$ cat src/design/ctmtc_pkg.sv
package ctmtc_pkg;
   // ---------------------------------------------
   // Clock and timing
   // ---------------------------------------------
   localparam int SYS_CLK_PERIOD_NS = 100;
   localparam int TEMP_CYC_SHORT_NS = 140000;  // 140 us
   localparam int TEMP_CYC_LONG_NS  = 280000;  // 280 us
   localparam int TEMP_CYC_SHORT    = (TEMP_CYC_SHORT_NS + SYS_CLK_PERIOD_NS - 1) / SYS_CLK_PERIOD_NS;
   localparam int TEMP_CYC_LONG     = (TEMP_CYC_LONG_NS + SYS_CLK_PERIOD_NS - 1) / SYS_CLK_PERIOD_NS;
   localparam int TEMP_CNT_W        = 12;
   localparam int OLF_PERIOD_NS     = 20000;   // 20 us at 50 kHz

   // ---------------------------------------------
   // Register indices (byte address = 4 * index)
   // ---------------------------------------------
   localparam logic [3:0] IDX_COMMAND = 4'h0;
   localparam logic [3:0] IDX_STATUS  = 4'h1;
   localparam logic [3:0] IDX_TIMER   = 4'h2;
   localparam logic [3:0] IDX_TEMP_PRESCALE = 4'h5;
   localparam logic [3:0] IDX_TEMP_FAKE     = 4'h6;
   localparam logic [3:0] IDX_CFG_SEVEN     = 4'h7;
   localparam logic [3:0] IDX_IRQ_PULSE     = 4'h8;

   // ---------------------------------------------
   // Reset values
   // ---------------------------------------------
   localparam logic [23:0] RST_TEMP_PRESCALE = 24'h000000;
   localparam logic [23:0] RST_TEMP_FAKE     = 24'h000040;
   localparam logic [23:0] RST_CFG_SEVEN     = 24'h1f0000;
   localparam logic [23:0] RST_IRQ_PULSE     = 24'h000000;
   localparam logic [15:0] RST_TIMER         = 16'h0064;

   // ---------------------------------------------
   // Field positions
   // ---------------------------------------------
   localparam int CAP_PIN_LSB   = 20;  // 2 bits, config word seven
   localparam int CAP_SRC_LSB   = 18;  // 2 bits
   localparam int CAP_CYC_LSB   = 8;   // 10 bits
   localparam int CAP_CYC_W     = 10;
   localparam int TEMP_CYC_BIT  = 7;
   localparam int TEMP_PIN_LSB  = 5;   // 2 bits
   localparam int TEMP_SRC_LSB  = 3;   // 2 bits
   localparam int AVG_LSB       = 22;  // 2 bits, prescale register
   localparam int PRESC_W       = 22;  // bits 21:0
   localparam int DUMMY_LSB     = 6;   // 2 bits, fake register
   localparam int IRQ_MIRROR_BIT = 6;  // interrupt/pulse register
   localparam int PULSE0_SEL_BIT = 5;
   localparam int PULSE1_SEL_BIT = 4;
   localparam int CMD_CAP_BIT   = 0;
   localparam int CMD_TEMP_BIT  = 1;

   // ---------------------------------------------
   // Trigger source codes
   // ---------------------------------------------
   typedef enum logic [1:0] {
      SRC_SOFTWARE = 2'h0,
      SRC_CONTINUOUS = 2'h1,
      SRC_TIMER    = 2'h2,
      SRC_PULSE    = 2'h3
   } ctmtc_src_t;

   localparam logic [1:0] TSRC_CAP = 2'h1;  // temperature after capacitance
endpackage : ctmtc_pkg

$ cat src/design/ctmtc_top.sv
`timescale 1ns/1ps
// Function
// - The capacitance start-pin field picks which general port starts a pulse-triggered capacitance run.
// - The capacitance source field selects software, continuous, timer or pulse starting.
// - The capacitance cycle lasts the programmed number of low-frequency oscillator periods, with zero acting as one.
// - The temperature cycle lasts 140 us with its bit clear and 280 us with it set.
// - The temperature start-pin field picks which general port starts a pulse-triggered temperature run.
// - Temperature source 0 means command only, 1 means after capacitance runs and 3 means the start-pin edge; 2 is not for use.
// - Temperature averaging code 0,1,2,3 takes 1,4,8,16 results.
// - A temperature run follows every N-th capacitance run, with N of zero acting as one.
// - The dummy count sets how many throwaway temperature conversions come first.
// - With mirroring set, general port 2 repeats the active-low interrupt beside its own pin.
// - Two select bits steer pulse output 0 to port 0 or 2 and pulse output 1 to port 1 or 3.
module ctmtc_top (
   input  wire logic        sys_clk,
   input  wire logic        srst,
   input  wire logic        clk_en,
   input  wire logic [5:0]  avs_address,
   input  wire logic        avs_read,
   input  wire logic        avs_write,
   input  wire logic [31:0] avs_writedata,
   input  wire logic [3:0]  avs_byteenable,
   output logic [31:0]      avs_readdata,
   output logic             avs_waitrequest,
   input  wire logic        olf_tick,
   input  wire logic        irq_level,
   input  wire logic [1:0]  pulse_code,
   input  wire logic [1:0]  pulse_code_en,
   input  wire logic [3:0]  general_port_in,
   output logic [3:0]       general_port_out,
   output logic [3:0]       general_port_oe,
   output logic             interrupt_out_n,
   output logic             cap_start_q,
   output logic             temp_start_q,
   output logic             temp_dummy_q
);
   import ctmtc_pkg::*;

   typedef enum logic [1:0] {
      T_IDLE = 2'b00,
      T_LOAD = 2'b01,
      T_CONV = 2'b11
   } ctmtc_tstate_t;

   // ---------------------------------------------
   // Registers and fields
   // ---------------------------------------------
   logic [23:0]         presc_reg_q, fake_reg_q, cfg7_q, irqp_q;
   logic [15:0]         timer_q;
   logic                ack_q;
   logic [3:0]          idx;
   logic                cmd_cap, cmd_temp, wr_go;
   ctmtc_src_t          cap_src;
   logic [1:0]          temp_src, avg_code, dummy_n;
   logic [CAP_CYC_W-1:0] cap_len;
   logic [PRESC_W-1:0]  presc, presc_cnt_q;
   logic                presc_hit;
   logic                cap_busy, cap_done, tmr_busy, tmr_done;
   logic                tmp_busy, tmp_done, tmp_load;
   logic                cap_rise, temp_rise, cap_go, temp_go;
   logic [5:0]          conv_total, conv_idx_q;
   logic [TEMP_CNT_W-1:0] temp_len;
   ctmtc_tstate_t       tstate_q;

   assign idx      = avs_address[5:2];
   assign wr_go    = avs_write & ack_q;
   assign cmd_cap  = wr_go & (idx == IDX_COMMAND) & avs_byteenable[0] & avs_writedata[CMD_CAP_BIT];
   assign cmd_temp = wr_go & (idx == IDX_COMMAND) & avs_byteenable[0] & avs_writedata[CMD_TEMP_BIT];
   assign cap_src  = ctmtc_src_t'(cfg7_q[CAP_SRC_LSB +: 2]);
   assign temp_src = cfg7_q[TEMP_SRC_LSB +: 2];
   assign cap_len  = cfg7_q[CAP_CYC_LSB +: CAP_CYC_W];
   assign avg_code = presc_reg_q[AVG_LSB +: 2];
   assign presc    = presc_reg_q[PRESC_W-1:0];
   assign dummy_n  = fake_reg_q[DUMMY_LSB +: 2];

   // Byte-lane merge for 24-bit registers
   function automatic logic [23:0] merge24(input logic [23:0] old, input logic [31:0] wd, input logic [3:0] be);
      logic [23:0] r;
      r = old;
      for (int i = 0; i < 3; i++) begin
         if (be[i]) begin
            r[8*i +: 8] = wd[8*i +: 8];
         end
      end
      return r;
   endfunction : merge24

   // ---------------------------------------------
   // Avalon slave: one wait cycle, then answer
   // ---------------------------------------------
   always_ff @(posedge sys_clk) begin
      if (srst) begin
         ack_q           <= 1'b0;
         avs_waitrequest <= 1'b1;
         avs_readdata    <= 32'h0000_0000;
      end else if (clk_en) begin
         if ((avs_read | avs_write) & ~ack_q) begin
            ack_q           <= 1'b1;
            avs_waitrequest <= 1'b0;
            case (idx)
               IDX_STATUS:        avs_readdata <= {18'h0, conv_idx_q, 5'h00, temp_dummy_q, tmp_busy | (tstate_q != T_IDLE), cap_busy};
               IDX_TIMER:         avs_readdata <= {16'h0000, timer_q};
               IDX_TEMP_PRESCALE: avs_readdata <= {8'h00, presc_reg_q};
               IDX_TEMP_FAKE:     avs_readdata <= {8'h00, fake_reg_q};
               IDX_CFG_SEVEN:     avs_readdata <= {8'h00, cfg7_q};
               IDX_IRQ_PULSE:     avs_readdata <= {8'h00, irqp_q};
               default:           avs_readdata <= 32'h0000_0000;
            endcase
         end else begin
            ack_q           <= 1'b0;
            avs_waitrequest <= 1'b1;
         end
      end
   end

   // Configuration register writes
   always_ff @(posedge sys_clk) begin
      if (srst) begin
         presc_reg_q <= RST_TEMP_PRESCALE;
         fake_reg_q  <= RST_TEMP_FAKE;
         cfg7_q      <= RST_CFG_SEVEN;
         irqp_q      <= RST_IRQ_PULSE;
         timer_q     <= RST_TIMER;
      end else if (clk_en && wr_go) begin
         case (idx)
            IDX_TEMP_PRESCALE: presc_reg_q <= merge24(presc_reg_q, avs_writedata, avs_byteenable);
            IDX_TEMP_FAKE:     fake_reg_q  <= merge24(fake_reg_q, avs_writedata, avs_byteenable);
            IDX_CFG_SEVEN:     cfg7_q      <= merge24(cfg7_q, avs_writedata, avs_byteenable);
            IDX_IRQ_PULSE:     irqp_q      <= merge24(irqp_q, avs_writedata, avs_byteenable);
            IDX_TIMER: begin
               if (avs_byteenable[0]) timer_q[7:0]  <= avs_writedata[7:0];
               if (avs_byteenable[1]) timer_q[15:8] <= avs_writedata[15:8];
            end
            default: ;
         endcase
      end
   end

   // ---------------------------------------------
   // Capacitance triggering
   // ---------------------------------------------
   // start pin choice
   ctmtc_pin_edge u_cap_pin (
      .sys_clk (sys_clk),
      .srst    (srst),
      .clk_en  (clk_en),
      .pins    (general_port_in),
      .sel     (cfg7_q[CAP_PIN_LSB +: 2]),
      .rise_q  (cap_rise)
   );

   // Internal trigger timer in oscillator periods
   ctmtc_cycle_timer #(.W(16)) u_trig_timer (
      .sys_clk (sys_clk),
      .srst    (srst),
      .clk_en  (clk_en),
      .load    ((cap_src == SRC_TIMER) & ~tmr_busy & ~tmr_done),
      .length  (timer_q),
      .tick    (olf_tick),
      .busy_q  (tmr_busy),
      .done_q  (tmr_done)
   );

   always_comb begin
      case (cap_src)
         SRC_CONTINUOUS: cap_go = cmd_cap | ~cap_done;
         SRC_TIMER:      cap_go = cmd_cap | tmr_done;
         SRC_PULSE:      cap_go = cmd_cap | cap_rise;
         default:        cap_go = cmd_cap;
      endcase
   end

   // Start pulse, refused while a run is active
   always_ff @(posedge sys_clk) begin
      if (srst) begin
         cap_start_q <= 1'b0;
      end else if (clk_en) begin
         cap_start_q <= cap_go & ~cap_busy & ~cap_start_q;
      end
   end

   ctmtc_cycle_timer #(.W(CAP_CYC_W)) u_cap_cycle (
      .sys_clk (sys_clk),
      .srst    (srst),
      .clk_en  (clk_en),
      .load    (cap_start_q),
      .length  (cap_len),
      .tick    (olf_tick),
      .busy_q  (cap_busy),
      .done_q  (cap_done)
   );

   // ---------------------------------------------
   // Temperature triggering
   // ---------------------------------------------
   // start pin choice
   ctmtc_pin_edge u_temp_pin (
      .sys_clk (sys_clk),
      .srst    (srst),
      .clk_en  (clk_en),
      .pins    (general_port_in),
      .sel     (cfg7_q[TEMP_PIN_LSB +: 2]),
      .rise_q  (temp_rise)
   );

   assign presc_hit = (presc_cnt_q + PRESC_W'(1)) >= ((presc == '0) ? PRESC_W'(1) : presc);

   always_ff @(posedge sys_clk) begin
      if (srst) begin
         presc_cnt_q <= '0;
      end else if (clk_en && cap_done && temp_src == TSRC_CAP) begin
         presc_cnt_q <= presc_hit ? '0 : presc_cnt_q + PRESC_W'(1);
      end
   end

   // command, capacitance runs (source 1) or the start pin (source 3) start it
   always_comb begin
      case (temp_src)
         TSRC_CAP:   temp_go = cmd_temp | (cap_done & presc_hit);
         2'h3:       temp_go = cmd_temp | temp_rise;
         default:    temp_go = cmd_temp;
      endcase
   end

   always_comb begin
      case (avg_code)
         2'h1:    conv_total = 6'(dummy_n) + 6'd4;
         2'h2:    conv_total = 6'(dummy_n) + 6'd8;
         2'h3:    conv_total = 6'(dummy_n) + 6'd16;
         default: conv_total = 6'(dummy_n) + 6'd1;
      endcase
   end

   // Sequence of conversions
   always_ff @(posedge sys_clk) begin
      if (srst) begin
         tstate_q     <= T_IDLE;
         conv_idx_q   <= '0;
         temp_start_q <= 1'b0;
         temp_dummy_q <= 1'b0;
      end else if (clk_en) begin
         temp_start_q <= 1'b0;
         case (tstate_q)
            T_IDLE: begin
               conv_idx_q <= '0;
               if (temp_go) begin
                  tstate_q <= T_LOAD;
               end
            end
            T_LOAD: begin
               temp_start_q <= 1'b1;
               temp_dummy_q <= conv_idx_q < 6'(dummy_n);
               tstate_q     <= T_CONV;
            end
            T_CONV: begin
               if (tmp_done) begin
                  conv_idx_q <= conv_idx_q + 6'd1;
                  if (conv_idx_q + 6'd1 >= conv_total) begin
                     tstate_q     <= T_IDLE;
                     temp_dummy_q <= 1'b0;
                  end else begin
                     tstate_q <= T_LOAD;
                  end
               end
            end
            default: tstate_q <= T_IDLE;
         endcase
      end
   end

   assign tmp_load = temp_start_q;
   assign temp_len = cfg7_q[TEMP_CYC_BIT] ? TEMP_CNT_W'(TEMP_CYC_LONG) : TEMP_CNT_W'(TEMP_CYC_SHORT);

   ctmtc_cycle_timer #(.W(TEMP_CNT_W)) u_temp_cycle (
      .sys_clk (sys_clk),
      .srst    (srst),
      .clk_en  (clk_en),
      .load    (tmp_load),
      .length  (temp_len),
      .tick    (1'b1),
      .busy_q  (tmp_busy),
      .done_q  (tmp_done)
   );

   // ---------------------------------------------
   // Port routing
   // ---------------------------------------------
   // interrupt mirror and pulse steering
   always_ff @(posedge sys_clk) begin
      if (srst) begin
         interrupt_out_n  <= 1'b1;
         general_port_out <= 4'h0;
         general_port_oe  <= 4'h0;
      end else if (clk_en) begin
         interrupt_out_n  <= ~irq_level;
         general_port_out <= 4'h0;
         general_port_oe  <= 4'h0;
         if (pulse_code_en[0]) begin
            general_port_out[irqp_q[PULSE0_SEL_BIT] ? 0 : 2] <= pulse_code[0];
            general_port_oe[irqp_q[PULSE0_SEL_BIT] ? 0 : 2]  <= 1'b1;
         end
         if (pulse_code_en[1]) begin
            general_port_out[irqp_q[PULSE1_SEL_BIT] ? 1 : 3] <= pulse_code[1];
            general_port_oe[irqp_q[PULSE1_SEL_BIT] ? 1 : 3]  <= 1'b1;
         end
         if (irqp_q[IRQ_MIRROR_BIT]) begin
            general_port_out[2] <= ~irq_level;  // Mirror wins over pulse
            general_port_oe[2]  <= 1'b1;
         end
      end
   end

   // ---------------------------------------------
   // Assertions
   // ---------------------------------------------
   logic [TEMP_CNT_W:0] tlen_cnt_q;
   logic [CAP_CYC_W:0]  clen_cnt_q;
   logic [CAP_CYC_W-1:0] clen_ref_q;
   logic                tcyc_long_q;

   // Helper counters of cycle lengths, settings latched at load against mid-run rewrites
   always_ff @(posedge sys_clk) begin
      if (srst) begin
         tlen_cnt_q  <= '0;
         clen_cnt_q  <= '0;
         clen_ref_q  <= '0;
         tcyc_long_q <= 1'b0;
      end else if (clk_en) begin
         tlen_cnt_q  <= tmp_load ? '0 : (tmp_busy ? tlen_cnt_q + 1'b1 : tlen_cnt_q);
         clen_cnt_q  <= cap_start_q ? '0 : ((cap_busy & olf_tick) ? clen_cnt_q + 1'b1 : clen_cnt_q);
         clen_ref_q  <= cap_start_q ? cap_len : clen_ref_q;
         tcyc_long_q <= tmp_load ? cfg7_q[TEMP_CYC_BIT] : tcyc_long_q;
      end
   end

   property p_sw_only;
      @(posedge sys_clk) disable iff (srst || !clk_en)
      (cap_src == SRC_SOFTWARE) && !cmd_cap |=> !cap_start_q;
   endproperty
   a_sw_only: assert property (p_sw_only) else $error("capacitance started without command");

   property p_cont;
      @(posedge sys_clk) disable iff (srst || !clk_en)
      (cap_src == SRC_CONTINUOUS) && !cap_busy && !cap_start_q && !cap_done |=> cap_start_q;
   endproperty
   a_cont: assert property (p_cont) else $error("continuous mode did not restart");

   property p_pin;
      @(posedge sys_clk) disable iff (srst || !clk_en)
      (cap_src == SRC_PULSE) && cap_rise && !cap_busy && !cap_start_q |=> cap_start_q ##1 cap_busy;
   endproperty
   a_pin: assert property (p_pin) else $error("pin edge did not start capacitance");

   property p_cap_len;
      @(posedge sys_clk) disable iff (srst || !clk_en)
      $rose(cap_done) |-> clen_cnt_q == ((clen_ref_q == '0) ? 1 : clen_ref_q);
   endproperty
   a_cap_len: assert property (p_cap_len) else $error("capacitance cycle length wrong");

   property p_temp_len;
      @(posedge sys_clk) disable iff (srst || !clk_en)
      $rose(tmp_done) |-> tlen_cnt_q == (tcyc_long_q ? TEMP_CYC_LONG : TEMP_CYC_SHORT);
   endproperty
   a_temp_len: assert property (p_temp_len) else $error("temperature cycle length wrong");

   property p_presc;
      @(posedge sys_clk) disable iff (srst || !clk_en)
      cap_done && (temp_src == TSRC_CAP) && presc_hit && (tstate_q == T_IDLE) |=> tstate_q == T_LOAD ##1 temp_start_q;
   endproperty
   a_presc: assert property (p_presc) else $error("temperature run missed after prescale");

   property p_no_timer_temp;
      @(posedge sys_clk) disable iff (srst || !clk_en)
      (temp_src == 2'h2) && !cmd_temp && (tstate_q == T_IDLE) |=> tstate_q == T_IDLE;
   endproperty
   a_no_timer_temp: assert property (p_no_timer_temp) else $error("temperature started by reserved source");

   property p_conv_count;
      @(posedge sys_clk) disable iff (srst || !clk_en)
      (tstate_q == T_CONV) && tmp_done && (conv_idx_q + 6'd1 < conv_total) |=> tstate_q == T_LOAD;
   endproperty
   a_conv_count: assert property (p_conv_count) else $error("sequence ended before all conversions");

   property p_dummy;
      @(posedge sys_clk) disable iff (srst || !clk_en)
      temp_start_q |-> temp_dummy_q == (conv_idx_q < 6'(dummy_n));
   endproperty
   a_dummy: assert property (p_dummy) else $error("dummy flag wrong");

   property p_mirror;
      @(posedge sys_clk) disable iff (srst || !clk_en)
      irqp_q[IRQ_MIRROR_BIT] |=> general_port_oe[2] && (general_port_out[2] == interrupt_out_n);
   endproperty
   a_mirror: assert property (p_mirror) else $error("interrupt not mirrored on port 2");

   property p_pulse0;
      @(posedge sys_clk) disable iff (srst || !clk_en)
      pulse_code_en[0] && irqp_q[PULSE0_SEL_BIT] |=> general_port_oe[0] && general_port_out[0] == $past(pulse_code[0]);
   endproperty
   a_pulse0: assert property (p_pulse0) else $error("pulse output 0 not on port 0");
endmodule : ctmtc_top

$ cat src/design/ctmtc_pin_edge.sv
`timescale 1ns/1ps
module ctmtc_pin_edge (
   input  wire logic       sys_clk,
   input  wire logic       srst,
   input  wire logic       clk_en,
   input  wire logic [3:0] pins,
   input  wire logic [1:0] sel,
   output logic            rise_q
);
   logic [3:0] prev_q;

   // Rising edge on the chosen port; all ports tracked so reset or a new choice gives no false edge
   always_ff @(posedge sys_clk) begin
      if (srst) begin
         prev_q <= pins;
         rise_q <= 1'b0;
      end else if (clk_en) begin
         prev_q <= pins;
         rise_q <= pins[sel] & ~prev_q[sel];
      end
   end
endmodule : ctmtc_pin_edge

$ cat src/design/ctmtc_cycle_timer.sv
`timescale 1ns/1ps
module ctmtc_cycle_timer #(
   parameter int W = 16
) (
   input  wire logic         sys_clk,
   input  wire logic         srst,
   input  wire logic         clk_en,
   input  wire logic         load,
   input  wire logic [W-1:0] length,
   input  wire logic         tick,
   output logic              busy_q,
   output logic              done_q
);
   logic [W-1:0] cnt_q;

   // Count ticks down, zero length counts as one
   always_ff @(posedge sys_clk) begin
      if (srst) begin
         cnt_q  <= '0;
         busy_q <= 1'b0;
         done_q <= 1'b0;
      end else if (clk_en) begin
         done_q <= 1'b0;
         if (load) begin
            cnt_q  <= (length == '0) ? W'(1) : length;
            busy_q <= 1'b1;
         end else if (busy_q && tick) begin
            if (cnt_q == W'(1)) begin
               busy_q <= 1'b0;
               done_q <= 1'b1;
            end else begin
               cnt_q <= cnt_q - W'(1);
            end
         end
      end
   end
endmodule : ctmtc_cycle_timer

$ cat config.mk
export PLATFORM = sky130hd
export DESIGN_NAME = ctmtc_top
export DESIGN_NICKNAME = d
export VERILOG_FILES = /design/src/design/ctmtc_pkg.sv /design/src/design/ctmtc_top.sv /design/src/design/ctmtc_pin_edge.sv /design/src/design/ctmtc_cycle_timer.sv
export SDC_FILE = /design/constraint.sdc
export NUM_CORES = 1
export LEC_CHECK = 0
export ABC_AREA = 1
export BUFFER_PORTS_ARGS = -buffer_cell sky130_fd_sc_hd__buf_4
export CAP_MARGIN = 20
export CORE_MARGIN = 8
export CORE_UTILIZATION = 60
export DETAILED_ROUTE_END_ITERATION = 8
export GPL_TIMING_DRIVEN = 1
export PLACE_DENSITY = 0.8
export SYNTH_ARGS = -nofsm -noshare
export SYNTH_HDL_FRONTEND = slang
export SYNTH_SLANG_ARGS = --single-unit
$ cat constraint.sdc
create_clock -name sys_clk -period 7.01 [get_ports sys_clk]
set_clock_uncertainty 0.05 [all_clocks]
set_input_delay 1.0515 -clock sys_clk [delete_from_list [all_inputs] [get_ports sys_clk]]
set_output_delay 1.0515 -clock sys_clk [all_outputs]
set_load 0.02 [all_outputs]
# == Yosys cells after proc, flatten, opt, wreduce, memory -nomap -nowiden ==
# Cells that the tools add are included.
# classes
n_addsub,9
n_mul,0
div,0
magnitude_cmp,9
n_eq_ne,25
shift,0
muxes,76
bitwise_logic,31
n_reduce_logical,45
# op_table
operator,n
case mux 24 bit (6 select lines),1
two-way mux 16 bit,4
AND reduction 3 bit,21
two-way mux 12 bit,5
two-way mux 22 bit,2
two-way mux 10 bit,4
two-way mux 4 bit,10
two-way mux 1 bit,32
adder 22 x 1 -> 22 bit (second input constant),1
>= comparator 22 bit,1
logical NOT 22 bit,1
case mux 6 bit (3 select lines),1
nonzero test 2 bit,9
equality test 16 x 1 -> 1 bit (second input constant),1
logical NOT 16 bit,1
subtractor 16 x 1 -> 16 bit (second input constant),1
AND 1 bit,13
equality test 12 x 1 -> 1 bit (second input constant),1
equality test 2 bit (second input constant),6
equality test 4 x 3 -> 1 bit (second input constant),3
logical NOT 12 bit,1
< comparator 2 x 3 -> 1 bit (second input constant),4
case mux 6 bit (2 select lines),1
subtractor 12 x 1 -> 12 bit (second input constant),1
34 further kinds,70
# word_totals
reg_bits,238
latch_bits,0
ram_bits,0
mem_bits_ro,0
in_bits,57
wordCells,233
n_memories,0

# == Depth between registers and ports, before layout ==
# depth
depth_word,12
depth_mapped,19

# == By module ==
# A second synthesis with hierarchy kept.
# hier_totals
hier_cells,1822
area_unflattened_um2,12346.8
# modules_own_cells
mod,instances,cells_each,area_each_um2,seq_area_each_um2
ctmtc_top,1,1216,8683.3,3603.5
ctmtc_cycle_timer (u_trig_timer),1,256,1403.8,360.3
ctmtc_cycle_timer (u_temp_cycle),1,165,977.2,280.3
ctmtc_cycle_timer (u_cap_cycle),1,139,842.1,240.2
ctmtc_pin_edge,2,23,220.2,140.1

# == Worst setup path after synthesis ==
# OpenSTA, ideal clock, no wires.
# synth_path
path_kind,reg-to-reg
startpoint,register presc_cnt_q[0]
endpoint,register presc_cnt_q[10]
setup_ns,0.071
arrival_time_ns,2.527
setup_slack_ns,4.362
path_stages_with_launch,19
n_path_buf,1
synth_period_minus_slack_ns,2.648
path_cell_list,dfxtp_1 ha_1 nand2_1 nor2_1 nand2_2 nor2_2 nand3_2 xnor2_2 ha_1 nand2_1 nor2_1 nand2_1 nor2_1 nand2_1 nand4_1 nor2_2 buf_2 nand2_1 a21oi_1
# synth_between
elab_chain_cells,3
# synth_lines
item,line_no,rtl
"start, declared",ctmtc_top.sv:56,"logic [PRESC_W-1:0] presc, presc_cnt_q;"
"start signal, assigned",ctmtc_top.sv:212,presc_cnt_q <= presc_hit ? '0 : presc_cnt_q + PRESC_W'(1);
adder 22 x 1 -> 22 bit *,"ctmtc_top.sv:206, ctmtc_top.sv:212",
>= comparator 22 bit,ctmtc_top.sv:206,assign presc_hit = (presc_cnt_q + PRESC_W'(1)) >= ((presc == '0) ? PRESC_W'(1) : presc);
two-way mux 22 bit *,ctmtc_top.sv:212,
# Every way passes the cells marked *; elsewhere a longest branch is shown, timed or not.
# A chain may end at the register's enable or synchronous reset.

# == Worst setup path after layout ==
# layout_path
startpoint,register presc_cnt_q[0]
endpoint,register presc_cnt_q[17]
# The elaborated chain is that of the path after synthesis.

==> flow_summary.yaml <==
status:
  status: "finished, final reports clean"
sta:
  fin_crit_sh_pct: 53.6
  setup_ws_ns: 3.25
  rsz0062_at_grt: "false"
  final-setup-viol-count: 0
  fmax_mhz: 266
  drv_slew: 0
  worst_pin_slew_ns: 1.07
  hold_viol: 0
  slew_headroom_pct: 28.6
  fin_setup_tns_ns: 0
  min_period_ns: 3.76
floorplanning:
  die_h_um: 155
  core_mm2: 0.0193
  start_util_pct: 60.5
  fp.dieW_um: 155
  dieArea_mm2: 0.0241
  pin_count: 102
  rows: 51
routing:
  drt-initial-drc-count: 950
  route.detailed.wl_per_inst_um: 16.8
  ant_nets: 0
  vias_per_cell: 5.70
  drt_wl_total_um: 33000
  vias: 11200
  post-route-drc-count: 0
  first_pass_iters: 8
finish:
  multi_input_area_mm2: 0.00599
  nFillCells: 1624
  mostFrequentLayoutCells: "nand2_1 (336), dfxtp_1 (226), o21ai_0 (193), nor2_1 (182), inv_1 (165)"
  layout-drive-gt1-share_pct: 11.6
  seqCellArea_mm2: 0.00464
  area_delta_synth_final_pct: 13.4
  final_nets: 1771
  final_common_cell: "nand2_1"
  n_antenna_cell: 0
clocking:
  cts_buffers: 25
  root_buffer: "clkbuf_16"
  ctsHoldBuffers: 0
  cts_sinks: 230
  clk_path_buf_depth: 3
  post_cts_buffers: 0
  cts.clk_slew.worst_paths_ns: 0.06
  insertion_delay_ns: 0.51
  cts_tree: "yes"
  h-tree-depth: 1
  cts-resized-gates: 0
critical_path:
  critPathTopFamily: "simple AND/OR/NAND/NOR gates"
  crit_fanout: 22
  end_kind: "register"
  start_kind: "register"
  path_class: "reg -> reg"
  required_ns: 7.40
  crit_chain: "ha_1 -> nand2_1 -> nor2_1 -> nand2_2 -> nor3_2 -> xor2_1 -> ha_1 -> nand2_1 -> inv_1 -> nand2_1 -> nor2_1 -> nor2_1 -> nand4_1 -> nor2_2 -> nand2_1 -> a21oi_2"
  max_stage_delay_ns: 0.79
  cp_common_cell: "nand2_1"
  worstPathArrival_ns: 4.14
  worst_path_max_delay_cell: "nor2_2"
  worst-path-buf-inv: 1
  r2r_setup_slack_ns: 3.25
synth:
  async_reset_ff_share_pct: 0
  syn_avg_cell_area_um2: 7.16
  ys_top_cells_by_area: "dfxtp_1 (39%), nand2_1 (11%), o21ai_0 (8.3%)"
  synth_top_area_share_pct: 38.8
  synthCells: 1627
  yosysWarnings: 0
  syn_area_mm2: 0.0117
  synth-edff-count: 4
  ys_seq_elements: 230
  yosys.area.top_type: "dfxtp_1"
  synth_flop_cell: "dfxtp_1"
  ys_types: 58
  yosysSeqAreaShare_pct: 39.8
grt:
  grt_util_met3_pct: 4.58
  use_met1_pct: 35.3
  grt_pass1_vias: 10400
  track_usage_pct: 27.0
  grt_pass1_wl_um: 53400
  grt.busiest_layer: "met2"
  antenna_found_initial: 0
  grt_max_degree: 71
  grt_overflow: 0
  met2_usage_pct: 43.3
power:
  power_density_mw_per_mm2: 221
  ir_drop_v: 0.000160
  power.leakage_nw: 5.55
worst_hold_path:
  hp-class: "reg -> reg"
place:
  io_buffer_count: 82
  dp_slack_ns: 3.36
  hpwl_um: 23400
  place_congestion: 0.919
job:
  cap_violations: 0
## flip-flops by register name, summed over array words and instances (netlist names), 4 cells and up
signal	flops
u_trig_timer.cnt_q	16
fake_reg_q	24
timer_q	16
cfg7_q	24
presc_cnt_q	22
u_cap_cycle.cnt_q	10
general_port_out	4
u_temp_cycle.cnt_q	12
conv_idx_q	6
presc_reg_q	24
general_port_oe	4
avs_readdata	24
u_temp_pin.prev_q	4
irqp_q	24
## final timing paths
path,cells after the start,start,endpoint
max,16,presc_cnt_q[0],presc_cnt_q[17]
min,2,fake_reg_q[23],fake_reg_q[23]
max reg2reg,16,presc_cnt_q[0],presc_cnt_q[17]
min reg2reg,2,fake_reg_q[23],fake_reg_q[23]
## metal layers
metal,vias up,share of wire (%)
li1,5481,-
met1,5095,42
met2,491,45
met3,97,9.2
met4,0,4.0
met5,-,0
## cells in the mapped netlist, drive strengths merged, types with 3 or more instances
cell type,instances
nand2,341
dfxtp,226
o21ai,205
nor2,197
inv,181
a21oi,160
nand3,46
buf,37
ha,37
clkbuf,33
xor2,28
nand4,18
nor3,17
o211ai,15
nor4,14
o2111ai,10
o22ai,9
xnor2,8
a221oi,7
a31oi,6
o31ai,5
a211oi,4
edfxtp,4
or2,3
## where the power goes
part | internal [W] | switching [W] | leakage, nW
sequential | 0.00132 | 0.00000674 | 1.86
combinational | 0.0000453 | 0.000105 | 3.24
clock | 0.000897 | 0.000548 | 0.445
## worst register-to-register path: cells and delay by family, from the launching register on
family	cells	cell delay [ns]
AOI/OAI and AO/OA	1	0.15
adders and majority gates	2	0.56
xor gates and xnor gates	1	0.27
and+or+nand+nor	11	2.19
buffers and inverters	1	0.05
DFF	1	0.42
## cell type report
| class | count | share of cell area, % |
|---|---|---|
| inverter | 183 | 5.21 |
| timing repair buffer | 86 | 4.88 |
| tap | 265 | 2.51 |
| sequential | 230 | 35.1 |
| multi-input combinational | 1151 | 45.3 |
| clock buffer | 34 | 5.68 |
| clock inverter | 11 | 1.27 |
## metrics by stage
step	cell area [µm²]	util [%]	total power, W	hold slack, ns	instances
after global routing	13200	68.6	0.00300	0.427	1960
after floorplan	11700	-	0.00144	0.368	1634
after detailed placement	12300	63.8	0.00150	0.391	1915
after global placement	12300	63.8	0.00150	0.388	1915
after CTS	13200	68.6	0.00293	0.402	1960
final	13200	68.6	0.00292	0.403	1960
## kinds of logic after synthesis
logic type	share of synthesized area (%)
and+or+nand+nor	23.7
xor gates and xnor gates	2.96
muxes	0.0859
other	0.0322
AOI/OAI and AO/OA	20.4
adders and majority gates	3.97
DFF	39.8
buffers and inverters	8.97
Power figures use the tool's default switching activity.
